==> src/pkg/umsd_pkg.sv <==
// constants and types for the uart modem status, scratch and divisor registers
package umsd_pkg;

  localparam int ADDR_W = 8;
  localparam int DATA_W = 32;

  // byte addresses of the register words
  localparam logic [ADDR_W-1:0] OFS_DATA_DIV_LO  = 8'h00;
  localparam logic [ADDR_W-1:0] OFS_IE_DIV_HI    = 8'h04;
  localparam logic [ADDR_W-1:0] OFS_LINE_FORMAT  = 8'h0C;
  localparam logic [ADDR_W-1:0] OFS_MODEM_CTRL   = 8'h10;
  localparam logic [ADDR_W-1:0] OFS_LINE_STATUS  = 8'h14;
  localparam logic [ADDR_W-1:0] OFS_MODEM_STATUS = 8'h18;
  localparam logic [ADDR_W-1:0] OFS_SCRATCH      = 8'h1C;
  localparam logic [ADDR_W-1:0] OFS_EVT_STATUS   = 8'h20;
  localparam logic [ADDR_W-1:0] OFS_EVT_MASK     = 8'h24;

  // field positions
  localparam int LF_DIV_EN_BIT   = 7;
  localparam int MC_DTR_BIT      = 0;
  localparam int MC_RTS_BIT      = 1;
  localparam int MC_OUT1_BIT     = 2;
  localparam int MC_OUT2_BIT     = 3;
  localparam int MC_LOOP_BIT     = 4;
  localparam int MC_W            = 5;
  localparam int IE_MODEM_BIT    = 3;
  localparam int LS_FIFO_ERR_BIT = 7;
  // modem line index, same for change flag and state nibble
  localparam int ML_CTS     = 0;
  localparam int ML_DSR     = 1;
  localparam int ML_RING    = 2;
  localparam int ML_CARRIER = 3;
  localparam int ML_N       = 4;
  localparam int EVT_MODEM_BIT = 0;
  localparam int EVT_RXERR_BIT = 1;
  localparam int EVT_W         = 2;

  // reset values
  localparam logic [7:0]       RST_BYTE     = 8'h00;
  localparam logic [MC_W-1:0]  RST_MC       = 5'h00;
  localparam logic [ML_N-1:0]  RST_DELTA    = 4'h0;
  localparam logic [ML_N-1:0]  RST_PINS_N   = 4'hF;
  localparam logic [EVT_W-1:0] RST_EVT      = 2'h0;
  localparam logic [DATA_W-1:0] RST_RDATA   = 32'h0000_0000;

  // ahb-lite transfer type msb marks nonseq and seq
  localparam int HTRANS_ACT_BIT = 1;

  typedef enum logic [3:0] {
    REG_NONE, REG_DATA, REG_DIV_LOW, REG_INT_EN, REG_DIV_HIGH,
    REG_LF, REG_MC, REG_LS, REG_MS, REG_SCR, REG_EVT_ST, REG_EVT_MK
  } umsd_reg_e;

endpackage : umsd_pkg

==> src/hdl/umsd_regs.sv <==
// uart modem status, scratch, divisor and error-summary registers on ahb-lite
`timescale 1ns/10ps
`default_nettype none
module umsd_regs
  import umsd_pkg::*;
#(
  parameter int FIFO_DEPTH = 128
) (
  input  wire logic              core_clk_i,         // 250 MHz core clock
  input  wire logic              rstn_i,             // async reset, low
  // ahb-lite slave
  input  wire logic              hsel_i,             // slave select
  input  wire logic [31:0]       haddr_i,            // byte address
  input  wire logic [1:0]        htrans_i,           // transfer type
  input  wire logic              hwrite_i,           // write when high
  input  wire logic [2:0]        hsize_i,            // word only
  input  wire logic [31:0]       hwdata_i,           // write data
  input  wire logic              hready_i,           // bus ready
  output logic      [31:0]       hrdata_o,           // read data
  output logic                   hreadyout_o,        // slave ready
  output logic                   hresp_o,            // always okay
  // modem pins, active low
  input  wire logic              cts_n_i,            // clear to send
  input  wire logic              dsr_n_i,            // data set ready
  input  wire logic              ring_indicator_n_i, // ring indicator
  input  wire logic              carrier_detect_n_i, // carrier detect
  output logic                   rts_n_o,            // request to send
  output logic                   dtr_n_o,            // terminal ready
  // receive path side
  input  wire logic              rx_push_i,          // byte enters fifo
  input  wire logic              rx_push_err_i,      // it carries an error
  input  wire logic              rx_pop_i,           // byte leaves fifo
  input  wire logic              rx_pop_err_i,       // it carried an error
  input  wire logic [6:0]        rx_status_i,        // line status 6..0
  input  wire logic [7:0]        rx_data_i,          // receive holding byte
  output logic                   rx_rd_o,            // receive byte read
  // transmit, timing and interrupt side
  output logic      [7:0]        tx_data_o,          // transmit byte
  output logic                   tx_wr_o,            // transmit byte write
  output logic      [15:0]       baud_divisor_o,     // baud divisor
  output logic      [7:0]        line_format_o,      // line format byte
  output logic                   modem_irq_o,        // modem interrupt
  output logic                   irq_o               // event interrupt
);

  localparam int CNT_W = $clog2(FIFO_DEPTH + 1);

  if (FIFO_DEPTH < 1) begin : g_bad_depth
    $error("FIFO_DEPTH must be at least 1");
  end

  function automatic umsd_reg_e reg_decode(
    input logic [ADDR_W-1:0] a,
    input logic              div_en
  );
    umsd_reg_e r;
    r = REG_NONE;
    if (a == OFS_DATA_DIV_LO) begin
      r = div_en ? REG_DIV_LOW : REG_DATA;
    end else if (a == OFS_IE_DIV_HI) begin
      r = div_en ? REG_DIV_HIGH : REG_INT_EN;
    end else if (a == OFS_LINE_FORMAT) begin
      r = REG_LF;
    end else if (a == OFS_MODEM_CTRL) begin
      r = REG_MC;
    end else if (a == OFS_LINE_STATUS) begin
      r = REG_LS;
    end else if (a == OFS_MODEM_STATUS) begin
      r = REG_MS;
    end else if (a == OFS_SCRATCH) begin
      r = REG_SCR;
    end else if (a == OFS_EVT_STATUS) begin
      r = REG_EVT_ST;
    end else if (a == OFS_EVT_MASK) begin
      r = REG_EVT_MK;
    end
    return r;
  endfunction : reg_decode

  // ---------------- bus slave ----------------
  logic              dp_valid_reg;
  logic              dp_write_reg;
  logic [ADDR_W-1:0] dp_addr_reg;
  logic              rd_done_reg;
  logic [31:0]       rdata_reg;
  logic              addr_take;
  logic              wr_fire;
  logic              rd_fire;
  umsd_reg_e         cur_sel;

  logic [7:0]        tx_data_reg;
  logic              tx_wr_reg;
  logic              rx_rd_reg;
  logic [7:0]        interrupt_enable_reg;
  logic [7:0]        lf_reg;
  logic [MC_W-1:0]   mc_reg;
  logic [7:0]        scr_reg;
  logic [7:0]        div_low_reg;
  logic [7:0]        div_high_reg;
  logic [EVT_W-1:0]  evt_st_reg;
  logic [EVT_W-1:0]  evt_mk_reg;

  logic [ML_N-1:0]   pins_n_sync;
  logic [ML_N-1:0]   line_now;
  logic [ML_N-1:0]   line_prev_reg;
  logic [ML_N-1:0]   delta_reg;
  logic [ML_N-1:0]   delta_set;
  logic              loop_en;
  logic [CNT_W-1:0]  err_cnt_reg;
  logic [CNT_W-1:0]  err_cnt_next;
  logic              fifo_err;
  logic [EVT_W-1:0]  evt_set;
  logic [7:0]        ms_value;
  logic [7:0]        ls_value;
  logic [31:0]       rd_mux;

  assign addr_take = hsel_i & hready_i & htrans_i[HTRANS_ACT_BIT];
  // decode in the data phase so a format write just before is seen
  assign cur_sel   = reg_decode(dp_addr_reg, lf_reg[LF_DIV_EN_BIT]);
  assign wr_fire   = dp_valid_reg & dp_write_reg;
  // reads take one wait state so the read data leaves a flip-flop
  assign rd_fire   = dp_valid_reg & ~dp_write_reg & ~rd_done_reg;

  assign hreadyout_o = ~rd_fire;
  assign hresp_o     = 1'b0;
  assign hrdata_o    = rdata_reg;

  always_ff @(posedge core_clk_i or negedge rstn_i) begin
    if (!rstn_i) begin
      dp_valid_reg <= 1'b0;
      dp_write_reg <= 1'b0;
      dp_addr_reg  <= '0;
    end else if (hreadyout_o) begin
      dp_valid_reg <= addr_take;
      dp_write_reg <= hwrite_i;
      dp_addr_reg  <= haddr_i[ADDR_W-1:0];
    end
  end

  always_ff @(posedge core_clk_i or negedge rstn_i) begin
    if (!rstn_i) begin
      rd_done_reg <= 1'b0;
      rdata_reg   <= RST_RDATA;
    end else begin
      rd_done_reg <= rd_fire;
      if (rd_fire) begin
        rdata_reg <= rd_mux;
      end
    end
  end

  always_comb begin
    rd_mux = '0;
    case (cur_sel)
      REG_DATA:     rd_mux[7:0] = rx_data_i;
      REG_DIV_LOW:  rd_mux[7:0] = div_low_reg;
      REG_INT_EN:   rd_mux[7:0] = interrupt_enable_reg;
      REG_DIV_HIGH: rd_mux[7:0] = div_high_reg;
      REG_LF:       rd_mux[7:0] = lf_reg;
      REG_MC:       rd_mux[MC_W-1:0] = mc_reg;
      REG_LS:       rd_mux[7:0] = ls_value;
      REG_MS:       rd_mux[7:0] = ms_value;
      REG_SCR:      rd_mux[7:0] = scr_reg;
      REG_EVT_ST:   rd_mux[EVT_W-1:0] = evt_st_reg;
      REG_EVT_MK:   rd_mux[EVT_W-1:0] = evt_mk_reg;
      default:      rd_mux = '0;
    endcase
  end

  // ---------------- software registers ----------------
  always_ff @(posedge core_clk_i or negedge rstn_i) begin
    if (!rstn_i) begin
      interrupt_enable_reg <= RST_BYTE;
      lf_reg               <= RST_BYTE;
      mc_reg               <= RST_MC;
      scr_reg              <= RST_BYTE;
    end else if (wr_fire) begin
      if (cur_sel == REG_INT_EN) begin
        interrupt_enable_reg <= hwdata_i[7:0];
      end else if (cur_sel == REG_LF) begin
        lf_reg <= hwdata_i[7:0];
      end else if (cur_sel == REG_MC) begin
        mc_reg <= hwdata_i[MC_W-1:0];
      end else if (cur_sel == REG_SCR) begin
        scr_reg <= hwdata_i[7:0];
      end
    end
  end

  always_ff @(posedge core_clk_i or negedge rstn_i) begin
    if (!rstn_i) begin
      div_low_reg  <= RST_BYTE;
      div_high_reg <= RST_BYTE;
    end else if (wr_fire) begin
      if (cur_sel == REG_DIV_LOW) begin
        div_low_reg <= hwdata_i[7:0];
      end else if (cur_sel == REG_DIV_HIGH) begin
        div_high_reg <= hwdata_i[7:0];
      end
    end
  end

  assign baud_divisor_o = {div_high_reg, div_low_reg};
  assign line_format_o  = lf_reg;

  // data register strobes toward the transmit and receive paths
  always_ff @(posedge core_clk_i or negedge rstn_i) begin
    if (!rstn_i) begin
      tx_data_reg <= RST_BYTE;
      tx_wr_reg   <= 1'b0;
      rx_rd_reg   <= 1'b0;
    end else begin
      tx_wr_reg <= wr_fire & (cur_sel == REG_DATA);
      rx_rd_reg <= rd_fire & (cur_sel == REG_DATA);
      if (wr_fire && cur_sel == REG_DATA) begin
        tx_data_reg <= hwdata_i[7:0];
      end
    end
  end

  assign tx_data_o = tx_data_reg;
  assign tx_wr_o   = tx_wr_reg;
  assign rx_rd_o   = rx_rd_reg;

  // ---------------- modem lines ----------------
  umsd_sync #(
    .WIDTH   (ML_N),
    .RST_VAL (RST_PINS_N)
  ) u_sync (
    .core_clk_i (core_clk_i),
    .rstn_i     (rstn_i),
    .async_i    ({carrier_detect_n_i, ring_indicator_n_i,
                  dsr_n_i, cts_n_i}),
    .sync_o     (pins_n_sync)
  );

  assign loop_en = mc_reg[MC_LOOP_BIT];

  always_comb begin
    if (loop_en) begin
      line_now[ML_CTS] = mc_reg[MC_RTS_BIT];
      line_now[ML_DSR] = mc_reg[MC_DTR_BIT];
      line_now[ML_RING] = mc_reg[MC_OUT1_BIT];
      line_now[ML_CARRIER] = mc_reg[MC_OUT2_BIT];
    end else begin
      line_now = ~pins_n_sync;
    end
  end

  // in loopback the control pins rest inactive
  assign rts_n_o = loop_en | ~mc_reg[MC_RTS_BIT];
  assign dtr_n_o = loop_en | ~mc_reg[MC_DTR_BIT];

  always_comb begin
    delta_set = line_now ^ line_prev_reg;
    // ring pin going high means the state bit falls
    delta_set[ML_RING] = line_prev_reg[ML_RING]
                         & ~line_now[ML_RING];
  end

  always_ff @(posedge core_clk_i or negedge rstn_i) begin
    if (!rstn_i) begin
      line_prev_reg <= RST_DELTA;
    end else begin
      line_prev_reg <= line_now;
    end
  end

  // a change in the read cycle survives the clear
  always_ff @(posedge core_clk_i or negedge rstn_i) begin
    if (!rstn_i) begin
      delta_reg <= RST_DELTA;
    end else if (rd_fire && cur_sel == REG_MS) begin
      delta_reg <= delta_set;
    end else begin
      delta_reg <= delta_reg | delta_set;
    end
  end

  assign ms_value    = {line_now, delta_reg};
  assign modem_irq_o = (|delta_reg)
                       & interrupt_enable_reg[IE_MODEM_BIT];

  // ---------------- receive error summary ----------------
  always_comb begin
    err_cnt_next = err_cnt_reg;
    if (rx_push_i && rx_push_err_i) begin
      err_cnt_next = err_cnt_next + 1'b1;
    end
    if (rx_pop_i && rx_pop_err_i && err_cnt_next != '0) begin
      err_cnt_next = err_cnt_next - 1'b1;
    end
  end

  always_ff @(posedge core_clk_i or negedge rstn_i) begin
    if (!rstn_i) begin
      err_cnt_reg <= '0;
    end else begin
      err_cnt_reg <= err_cnt_next;
    end
  end

  assign fifo_err = (err_cnt_reg != '0);
  assign ls_value = {fifo_err, rx_status_i};

  // ---------------- event interrupt ----------------
  assign evt_set[EVT_MODEM_BIT] = |delta_set;
  assign evt_set[EVT_RXERR_BIT] = ~fifo_err & (err_cnt_next != '0);

  // write one to clear; a new event in the same cycle wins
  always_ff @(posedge core_clk_i or negedge rstn_i) begin
    if (!rstn_i) begin
      evt_st_reg <= RST_EVT;
    end else if (wr_fire && cur_sel == REG_EVT_ST) begin
      evt_st_reg <= (evt_st_reg & ~hwdata_i[EVT_W-1:0]) | evt_set;
    end else begin
      evt_st_reg <= evt_st_reg | evt_set;
    end
  end

  always_ff @(posedge core_clk_i or negedge rstn_i) begin
    if (!rstn_i) begin
      evt_mk_reg <= RST_EVT;
    end else if (wr_fire && cur_sel == REG_EVT_MK) begin
      evt_mk_reg <= hwdata_i[EVT_W-1:0];
    end
  end

  assign irq_o = |(evt_st_reg & evt_mk_reg);

endmodule : umsd_regs
`default_nettype wire

==> src/hdl/umsd_sync.sv <==
// two flip-flop synchroniser for the modem input pins
`timescale 1ns/10ps
`default_nettype none
module umsd_sync #(
  parameter int                WIDTH    = 4,
  parameter logic [WIDTH-1:0]  RST_VAL  = '1
) (
  input  wire logic             core_clk_i, // core clock
  input  wire logic             rstn_i,     // async reset, active low
  input  wire logic [WIDTH-1:0] async_i,    // pins from outside
  output logic      [WIDTH-1:0] sync_o      // synchronised copy
);
  logic [WIDTH-1:0] meta_reg;

  // meta_reg feeds only the second stage
  always_ff @(posedge core_clk_i or negedge rstn_i) begin
    if (!rstn_i) begin
      meta_reg <= RST_VAL;
      sync_o   <= RST_VAL;
    end else begin
      meta_reg <= async_i;
      sync_o   <= meta_reg;
    end
  end
endmodule : umsd_sync
`default_nettype wire

==> config.mk <==
export PLATFORM = sky130hd
export DESIGN_NAME = umsd_regs
export DESIGN_NICKNAME = d
export VERILOG_FILES = /design/src/pkg/umsd_pkg.sv /design/src/hdl/umsd_regs.sv /design/src/hdl/umsd_sync.sv
export SDC_FILE = /design/constraint.sdc
export NUM_CORES = 1
export LEC_CHECK = 0
export BUFFER_PORTS_ARGS = -buffer_cell sky130_fd_sc_hd__buf_2
export CAP_MARGIN = 20
export CORE_UTILIZATION = 50
export DETAILED_ROUTE_END_ITERATION = 8
export PLACE_DENSITY = 0.88
export SLEW_MARGIN = 20
export SYNTH_ARGS = -nofsm -noshare
export SYNTH_HDL_FRONTEND = slang
export SYNTH_SLANG_ARGS = --single-unit
==> constraint.sdc <==
create_clock -name core_clk_i -period 4.3 [get_ports core_clk_i]
set_input_delay 0.215 -clock core_clk_i [delete_from_list [all_inputs] [get_ports core_clk_i]]
set_output_delay 0.215 -clock core_clk_i [all_outputs]
set_load 0.02 [all_outputs]
==> flow_metrics.tcl, run 1 <==
set metrics [dict create \
    status "finished clean" \
    grt_setup_unrepaired "no" \
    seq_area_frac_synth_pct 48.5 \
    grt_use_total_pct 24.4 \
    slew_headroom_pct 29.9 \
    worstMarginPinSlew_ps 1050 \
    critical_path_peak_fanout 7 \
    reg2reg_from "err_cnt_reg[0]" \
    cp-end-kind "flip-flop" \
    nNetsFinal 677 \
    r2r_cells 10 \
    whs_path_depth 3 \
    n_antenna_cell 0 \
    fin_skew_ps 16.8 \
    hp-class "input port to flip-flop" \
    clock_sinks 102 \
    place_worst_setup_slack_ps 870 \
    period_share_pct 81.4 \
    clk_latency_ps 390 \
    worstSetupPathType "flip-flop to flip-flop" \
    cts.clk_slew.worst_paths_ps 120 \
    cts_tree "yes" \
    firstDrtPassIters 5 \
    cts_resized 0 \
    fin_util_pct 58.5 \
    drtIter0Drc 403 \
    cts_buffer_depth 2 \
    grt_pass1_wl_um 20700 \
    power_mw 2.33 \
    multi_input_area_um2 2470 \
    cp.required_ps 4560 \
    synth_edf_count 0 \
    grt_pass1_vias 4045 \
    synthArstFlopShare_pct 100 \
    hold_buffers 5 \
    arrival_ps 3760 \
    wl_per_cell_um 18.0 \
    layout_setup_ws_ps 801 \
    hp-start "haddr_i[6]" \
    die_h_um 105 \
    holdWs_ps 38.1 \
    cts_setup_buffers 0 \
    coreArea_um2 10300 \
    regToRegSetupSlack_ps 800 \
    synth.ff_latch_count 102 \
    cts-root-buf "clkbuf_8" \
    power.density_nw_per_um2 388 \
    cap_viol_max_count 0 \
    die_x_um 105 \
    period_needed_ps 3500 \
    rows 37 \
    grt_max_degree 62 \
    yosysWarnings 0 \
    hpwl_um 9520 \
    synth-main-ff-cell "dfrtp_1" \
    leakage_nw 2.79 \
    fin_setup_tns_ps 0 \
    synth_area_per_cell_um2 10.8 \
    regArea_um2 2560 \
    max_clock_freq_mhz 286 \
    reg2reg_to "evt_st_reg[1]" \
    drcViolationCount 0 \
    ant_nets 0 \
    routed_wirelength_um 12900 \
    port_buffers 91 \
    critPathLaunchType "flip-flop" \
    syn_inst 487 \
    fillers 862 \
    post_synth_num_cell_types 67 \
    die-area_um2 11000 \
    syn_to_final_growth_pct 14.0 \
    setup_viol 0 \
    start_util_pct 51.4 \
    holdPathEnd "dp_addr_reg[6]" \
    peakVddDrop_mv 0.276 \
    grt.overflow.total 0 \
    drive_gt1_share_pct 32.9 \
    gp_congestion 0.929 \
    io_pins 169 \
    hold_viol 0 \
    slew_viol_final 0 \
    drt-vias-per-instance 5.87 \
    grt_antenna_before_repair 0 \
    num_vias 4211 \
    h-tree-depth 3 \
    synthesis.area_um2 5280 \
    cts-buffers-inserted 9 \
]
cells in the mapped netlist, types with 3 or more instances:
cell      number  area, um^2
nand2_1       65         244
dfrtp_1       94        2350
nor4_1         3        18.8
mux2i_1        7        70.1
mux2_2        52         586
or4_1          3        22.5
a21o_1         7        52.6
nor4_2         3        37.5
and2_1         8        50.1
a21oi_1        8        40.0
nor3_1        10        50.1
inv_1         17        63.8
a211oi_1       3        22.5
xnor2_1       12         105
ha_1           4        50.1
and3_1         5        31.3
nand3_1        8        40.0
nor2_1        13        48.8
nand3b_1       3        22.5
xor2_1         6        52.6
buf_4         27         203
o21ai_0       17        85.1
clkbuf_1      15        56.3
a22o_1         7        61.3
nand4_1       10        62.6
a222oi_1       6        60.1
a22oi_1       14         105
nand2b_1       4        25.0
dfstp_2        8         210
area by class of cell:
class,instances,share of cell area [%]
well taps,136,2.83
clock inverters,7,1.60
inverters,17,1.06
repair buffers,99,8.82
flip-flops and latches,102,42.6
multi-input cells,347,41.0
clock buffers,9,2.06
worst max path at each step:
stage / from / end / slack (ps) / cells after the start
finish: err_cnt_reg[0] / evt_st_reg[1] / 800 / 10
CTS: err_cnt_reg[0] / evt_st_reg[1] / 820 / 10
global placement: err_cnt_reg[0] / evt_st_reg[1] / 870 / 10
global route: err_cnt_reg[0] / evt_st_reg[1] / 490 / 10
detailed placement: err_cnt_reg[0] / evt_st_reg[1] / 870 / 10
floorplan: err_cnt_reg[0] / evt_st_reg[1] / 1390 / 10
cell usage in the layout, fill, tap and decap left out, types with 3 or more instances in the layout:
master and n:
nor3_1 10, o21ai_0 17, nor4_1 3, nand3_1 8, a222oi_1 6, and3_1 5
a22o_1 7, buf_2 90, ha_1 4, nor4_2 3, nor2_1 13, nand3b_1 3
nand2b_1 4, a21o_1 7, and2_1 8, clkinv_8 3, buf_4 4, a21oi_1 8
clkbuf_8 9, dfrtp_1 94, inv_1 17, nand4_1 10, nand2_1 65, a22oi_1 14
or4_1 3, dfstp_2 8, mux2i_1 7, xnor2_1 12, conb_1 25, dlygate4sd3_1 5
mux2_2 52, a211oi_1 3, xor2_1 6
stage by stage:
step	instance area (um^2)	instances
2_1_floorplan	5370	511
3_3_place_gp	5750	696
3_5_place_dp	5750	696
4_1_cts	6020	717
5_1_grt	6020	717
6_report	6020	717
metal layers:
layer  global-route usage, %  routed length (um)  up-vias
met5                       0                   0        -
met4                    10.9                 391        0
met3                    4.74                 994       36
met2                    39.4                6350      222
met1                    32.0                5190     2063
li1                        -                   -     1890
power breakdown:
part | internal [mW] | switching (mW)
combinational | 0.224 | 0.324
sequential | 1.04 | 0.118
clock | 0.243 | 0.390
total | 1.50 | 0.832
critical path, cell delays in order, from the launching register on:
cell	delay, ps
dfrtp_1	480
inv_1	110
ha_1	320
mux2i_1	250
ha_1	320
nand2_1	70
or4_1	390
a222oi_1	600
nor2_1	270
a2111oi_2	400
a41oi_1	160
cell families after synthesis:
kind of cell,after synthesis,share of synthesized area [%]
and+or+nand+nor,154,16.0
DFF,102,48.5
AOI/OAI and AO/OA,87,12.6
buffers and inverters,62,6.38
muxes,59,12.4
xor gates and xnor gates,18,2.99
adders and majority gates,4,0.948
other,1,0.0710
Power figures use the tool's default switching activity.
==> run 2: changes to the inputs <==
Clock period 4.3 ns to 3.6 ns, I/O delays scaled along.
==> flow_metrics.tcl, run 2 (same netlist as run 1, synthesis figures left out) <==
set metrics [dict create \
    regToRegSetupSlack_ps 390 \
    setup_viol 0 \
    grt_antenna_before_repair 0 \
    r2r_cells 11 \
    max_clock_freq_mhz 311 \
    grt_use_total_pct 25.1 \
    drive_gt1_share_pct 33.7 \
    drtIter0Drc 434 \
    cp-startpoint "err_cnt_reg[0]" \
    die-area_um2 11000 \
    final_cell_mix "94 x dfrtp_1, 90 x buf_2, 65 x nand2_1" \
    power.density_nw_per_um2 457 \
    cts_tree "yes" \
    coreArea_um2 10300 \
    num_vias 4305 \
    io_pins 169 \
    nNetsFinal 684 \
    leakage_nw 2.82 \
    status "finished clean" \
    routed_wirelength_um 13300 \
    slew_viol_final 0 \
    reg2reg_from "err_cnt_reg[0]" \
    slowest_stage "dfrtp_1" \
    grt_pass1_wl_um 21500 \
    cp.required_ps 3840 \
    port_buffers 91 \
    slew_headroom_pct 34.4 \
    rows 37 \
    worstSetupPathType "flip-flop to flip-flop" \
    hp-start "haddr_i[5]" \
    final_common_cell "dfrtp_1" \
    grt_max_degree 43 \
    critPathMostFrequentCell "ha_1" \
    fin_util_pct 59.0 \
    cap_viol_max_count 0 \
    hold_viol 0 \
    cts.clk_slew.worst_paths_ps 110 \
    cts-buffers-inserted 9 \
    cts_buffer_depth 2 \
    fin_skew_ps 15.6 \
    grt_pass1_vias 4190 \
    grt.overflow.total 0 \
    clock_sinks 102 \
    fin_setup_tns_ps 0 \
    start_util_pct 51.4 \
    arrival_ps 3460 \
    firstDrtPassIters 6 \
    clk_latency_ps 370 \
    critical_path_peak_fanout 7 \
    grt_setup_unrepaired "no" \
    cp-end-kind "flip-flop" \
    peakVddDrop_mv 0.274 \
    crit_chain "inv_1, ha_1, mux2i_1, ha_1, nand2_1, or4_1, a222oi_1, buf_4, o211ai_1, a2111oi_2, a41oi_1" \
    ant_nets 0 \
    hp-class "input port to flip-flop" \
    cts_setup_buffers 0 \
    worstMarginPinSlew_ps 975 \
    holdWs_ps 16.1 \
    die_h_um 105 \
    wl_per_cell_um 18.4 \
    period_needed_ps 3210 \
    cp_slowest_stage_delay_ps 470 \
    die_x_um 105 \
    drt-vias-per-instance 5.95 \
    period_share_pct 89.3 \
    syn_to_final_growth_pct 14.8 \
    whs_path_depth 3 \
    n_antenna_cell 0 \
    gp_congestion 0.933 \
    hpwl_um 9700 \
    drcViolationCount 0 \
    critPathLaunchType "flip-flop" \
    h-tree-depth 3 \
    cts-root-buf "clkbuf_8" \
]
==> run 2: cell types whose count changed in the layout (fill, tap and decap cells not counted), sizes merged <==
cell    delta
buf        +7
inv        -2
clkinv     +2
==> run 2: critical path: cells and delay by family (launching register included) <==
kind	cells	cell delay, ps
DFF	1	470
buffers and inverters	2	300
and+or+nand+nor	2	460
muxes	1	230
AOI/OAI and AO/OA	4	970
adders and majority gates	2	640
==> run 2: routing by layer <==
layer | track usage, % | vias to the layer above | wire length, um
met3 | 4.62 | 41 | 1040
met5 | 0 | - | 0
met4 | 11.3 | 0 | 432
met2 | 40.0 | 239 | 6410
li1 | - | 1907 | -
met1 | 33.4 | 2118 | 5440
==> run 2: area by class of cell <==
cell class	instances	area (um^2)
Inverter	17	63.8
Fill cell	841	4220
Sequential cell	102	2560
Multi-Input combinational cell	347	2470
Clock inverter	7	88.8
Tap cell	136	170
Clock buffer	9	124
Timing Repair Buffer	106	583
==> run 2: path summary, 6_finish.rpt <==
check                              endpoint
setup / recovery              evt_st_reg[1]
hold / removal               dp_addr_reg[5]
setup reg to reg              evt_st_reg[1]
hold reg to reg            u_sync.sync_o[2]
max in group asynchronous       hrdata_o[1]
min in group asynchronous      tx_data_o[2]
==> run 2: power by group <==
part / switching, mW / internal, mW
Sequential: 0.139 / 1.24
Clock: 0.456 / 0.281
Combinational: 0.388 / 0.272
Total: 0.982 / 1.79
==> run 2: what timing repair did <==
action | CTS | global route
gates resized for setup | 0 | 0
endpoints found under the hold margin | 28 | 0
hold buffers | 5 | 0
==> run 2: through the flow <==
| step | cells | worst slack [ps] | power, mW | instance area, um^2 |
|---|---|---|---|---|
| after floorplan | 511 | 691 | 1.87 | 5370 |
| after global placement | 703 | 474 | 2.02 | 5800 |
| after detailed placement | 703 | 423 | 2.04 | 5800 |
| after CTS | 724 | 386 | 2.78 | 6060 |
| after global routing | 724 | 168 | 2.92 | 6060 |
| final | 724 | 386 | 2.77 | 6060 |
==> run 3: changes to the inputs <==
--- a/config.mk
+++ b/config.mk
@@ -10,5 +10,5 @@
 export CORE_UTILIZATION = 50
 export DETAILED_ROUTE_END_ITERATION = 8
-export PLACE_DENSITY = 0.88
+export PLACE_DENSITY = 0.75
 export SLEW_MARGIN = 20
 export SYNTH_ARGS = -nofsm -noshare
==> constraint.sdc (replaced) <==
create_clock -name core_clk_i -period 3.6 [get_ports core_clk_i]
set_input_delay 0.18 -clock core_clk_i [delete_from_list [all_inputs] [get_ports core_clk_i]]
set_output_delay 0.18 -clock core_clk_i [all_outputs]
set_load 0.05 [all_outputs]
==> flow_metrics.tcl, run 3 (same netlist as run 1, synthesis figures left out) <==
set metrics [dict create \
    layout_setup_ws_ps 318 \
    drcViolationCount 0 \
    routed_wirelength_um 13400 \
    nNetsFinal 685 \
    rows 37 \
    hpwl_um 9700 \
    cts_buffer_depth 2 \
    hp-class "input port to flip-flop" \
    period_share_pct 91.2 \
    cts_tree "yes" \
    arrival_ps 3520 \
    clk_latency_ps 380 \
    status "finished clean" \
    grt_use_total_pct 25.1 \
    grt_max_degree 52 \
    peakVddDrop_mv 0.342 \
    port_buffers 91 \
    grt_antenna_before_repair 0 \
    cts-root-buf "clkbuf_8" \
    die_h_um 105 \
    worstSetupPathType "flip-flop to flip-flop" \
    slew_viol_final 0 \
    drt-vias-per-instance 5.81 \
    regArea_um2 2560 \
    cts_resized 0 \
    cap_viol_max_count 0 \
    multi_input_area_um2 2470 \
    io_pins 169 \
    die_x_um 105 \
    ant_nets 0 \
    firstDrtPassIters 7 \
    clock_sinks 102 \
    grt_setup_unrepaired "no" \
    power.density_nw_per_um2 473 \
    cts.clk_slew.worst_paths_ps 120 \
    max_clock_freq_mhz 305 \
    critPathLaunchType "flip-flop" \
    slew_headroom_pct 39.6 \
    critical_path_peak_fanout 7 \
    num_vias 4211 \
    drtIter0Drc 307 \
    start_util_pct 51.4 \
    leakage_nw 2.83 \
    period_needed_ps 3280 \
    cp-end-kind "flip-flop" \
    coreArea_um2 10300 \
    worstMarginPinSlew_ps 907 \
    fillers 911 \
    wl_per_cell_um 18.4 \
    syn_to_final_growth_pct 15.1 \
    die-area_um2 11000 \
    drive_gt1_share_pct 33.8 \
    grt_pass1_vias 4017 \
    gp_congestion 0.890 \
    cp.required_ps 3840 \
    n_antenna_cell 0 \
    cts-buffers-inserted 9 \
    fin_skew_ps 18.6 \
    place_worst_setup_slack_ps 372 \
    grt_pass1_wl_um 21500 \
    final_cell_mix "94 x dfrtp_1, 90 x buf_2, 65 x nand2_1" \
    final_common_cell "dfrtp_1" \
    fin_setup_tns_ps 0 \
    setup_viol 0 \
    hold_viol 0 \
    cts_setup_buffers 0 \
    h-tree-depth 3 \
    grt.overflow.total 0 \
]
-- run 3: worst paths after layout --
| kind | from | end | slack (ps) | cells past startpoint |
|---|---|---|---|---|
| max | err_cnt_reg[0] | evt_st_reg[1] | 320 | 11 |
| min | haddr_i[2] | dp_addr_reg[2] | 10 | 3 |
| max reg2reg | err_cnt_reg[0] | evt_st_reg[1] | 320 | 11 |
| min reg2reg | u_sync.meta_reg[3] | u_sync.sync_o[3] | 360 | 0 |
| max in group asynchronous | rstn_i | hrdata_o[2] | 2400 | 3 |
| min in group asynchronous | rstn_i | mc_reg[3] | 370 | 2 |
-- run 3: where the power goes --
group          switching (mW)  internal (mW)
Clock                   0.464          0.290
Combinational           0.475          0.269
Sequential              0.143           1.24
Total                    1.08           1.80
-- run 3: through the flow --
step / area, um^2 / total power, mW / util (%) / cells / hold slack (ps)
5_1_grt: 6080 / 3.03 / 59.1 / 725 / 13.3
2_1_floorplan: 5370 / 1.95 / - / 511 / -116
3_5_place_dp: 5810 / 2.14 / 56.5 / 704 / 237
3_3_place_gp: 5810 / 2.12 / 56.5 / 704 / 233
4_1_cts: 6080 / 2.90 / 59.1 / 725 / 6.27
6_report: 6080 / 2.88 / 59.1 / 725 / 13.8
-- run 3: final cells by class --
type | instances | share of cell area [%]
clock inverter | 7 | 1.59
sequential | 102 | 42.2
multi-input combinational | 347 | 40.6
tap | 136 | 2.80
inverter | 17 | 1.05
clock buffer | 9 | 2.04
timing repair buffer | 107 | 9.72
-- run 3: metal layers --
metal | global-route usage [%] | up-vias | routed length [um]
li1 | - | 1914 | -
met1 | 35.4 | 2092 | 5880
met2 | 40.8 | 192 | 6420
met3 | 3.87 | 13 | 877
met4 | 6.14 | 0 | 174
met5 | 0 | - | 0
-- run 3: what timing repair did --
item	in CTS	in global routing
endpoints found under the hold margin	48	0
endpoints found under the setup margin	0	0
hold buffers	5	0
-- run 3: worst max-delay path: stages, from the launching register on --
cell and delay (ps):
dfrtp_1 480, inv_1 110, ha_1 310, mux2i_1 250, ha_1 320, nand2_1 70
or4_1 400, a222oi_1 290, buf_4 200, o211ai_1 110, a2111oi_2 430, a41oi_1 160
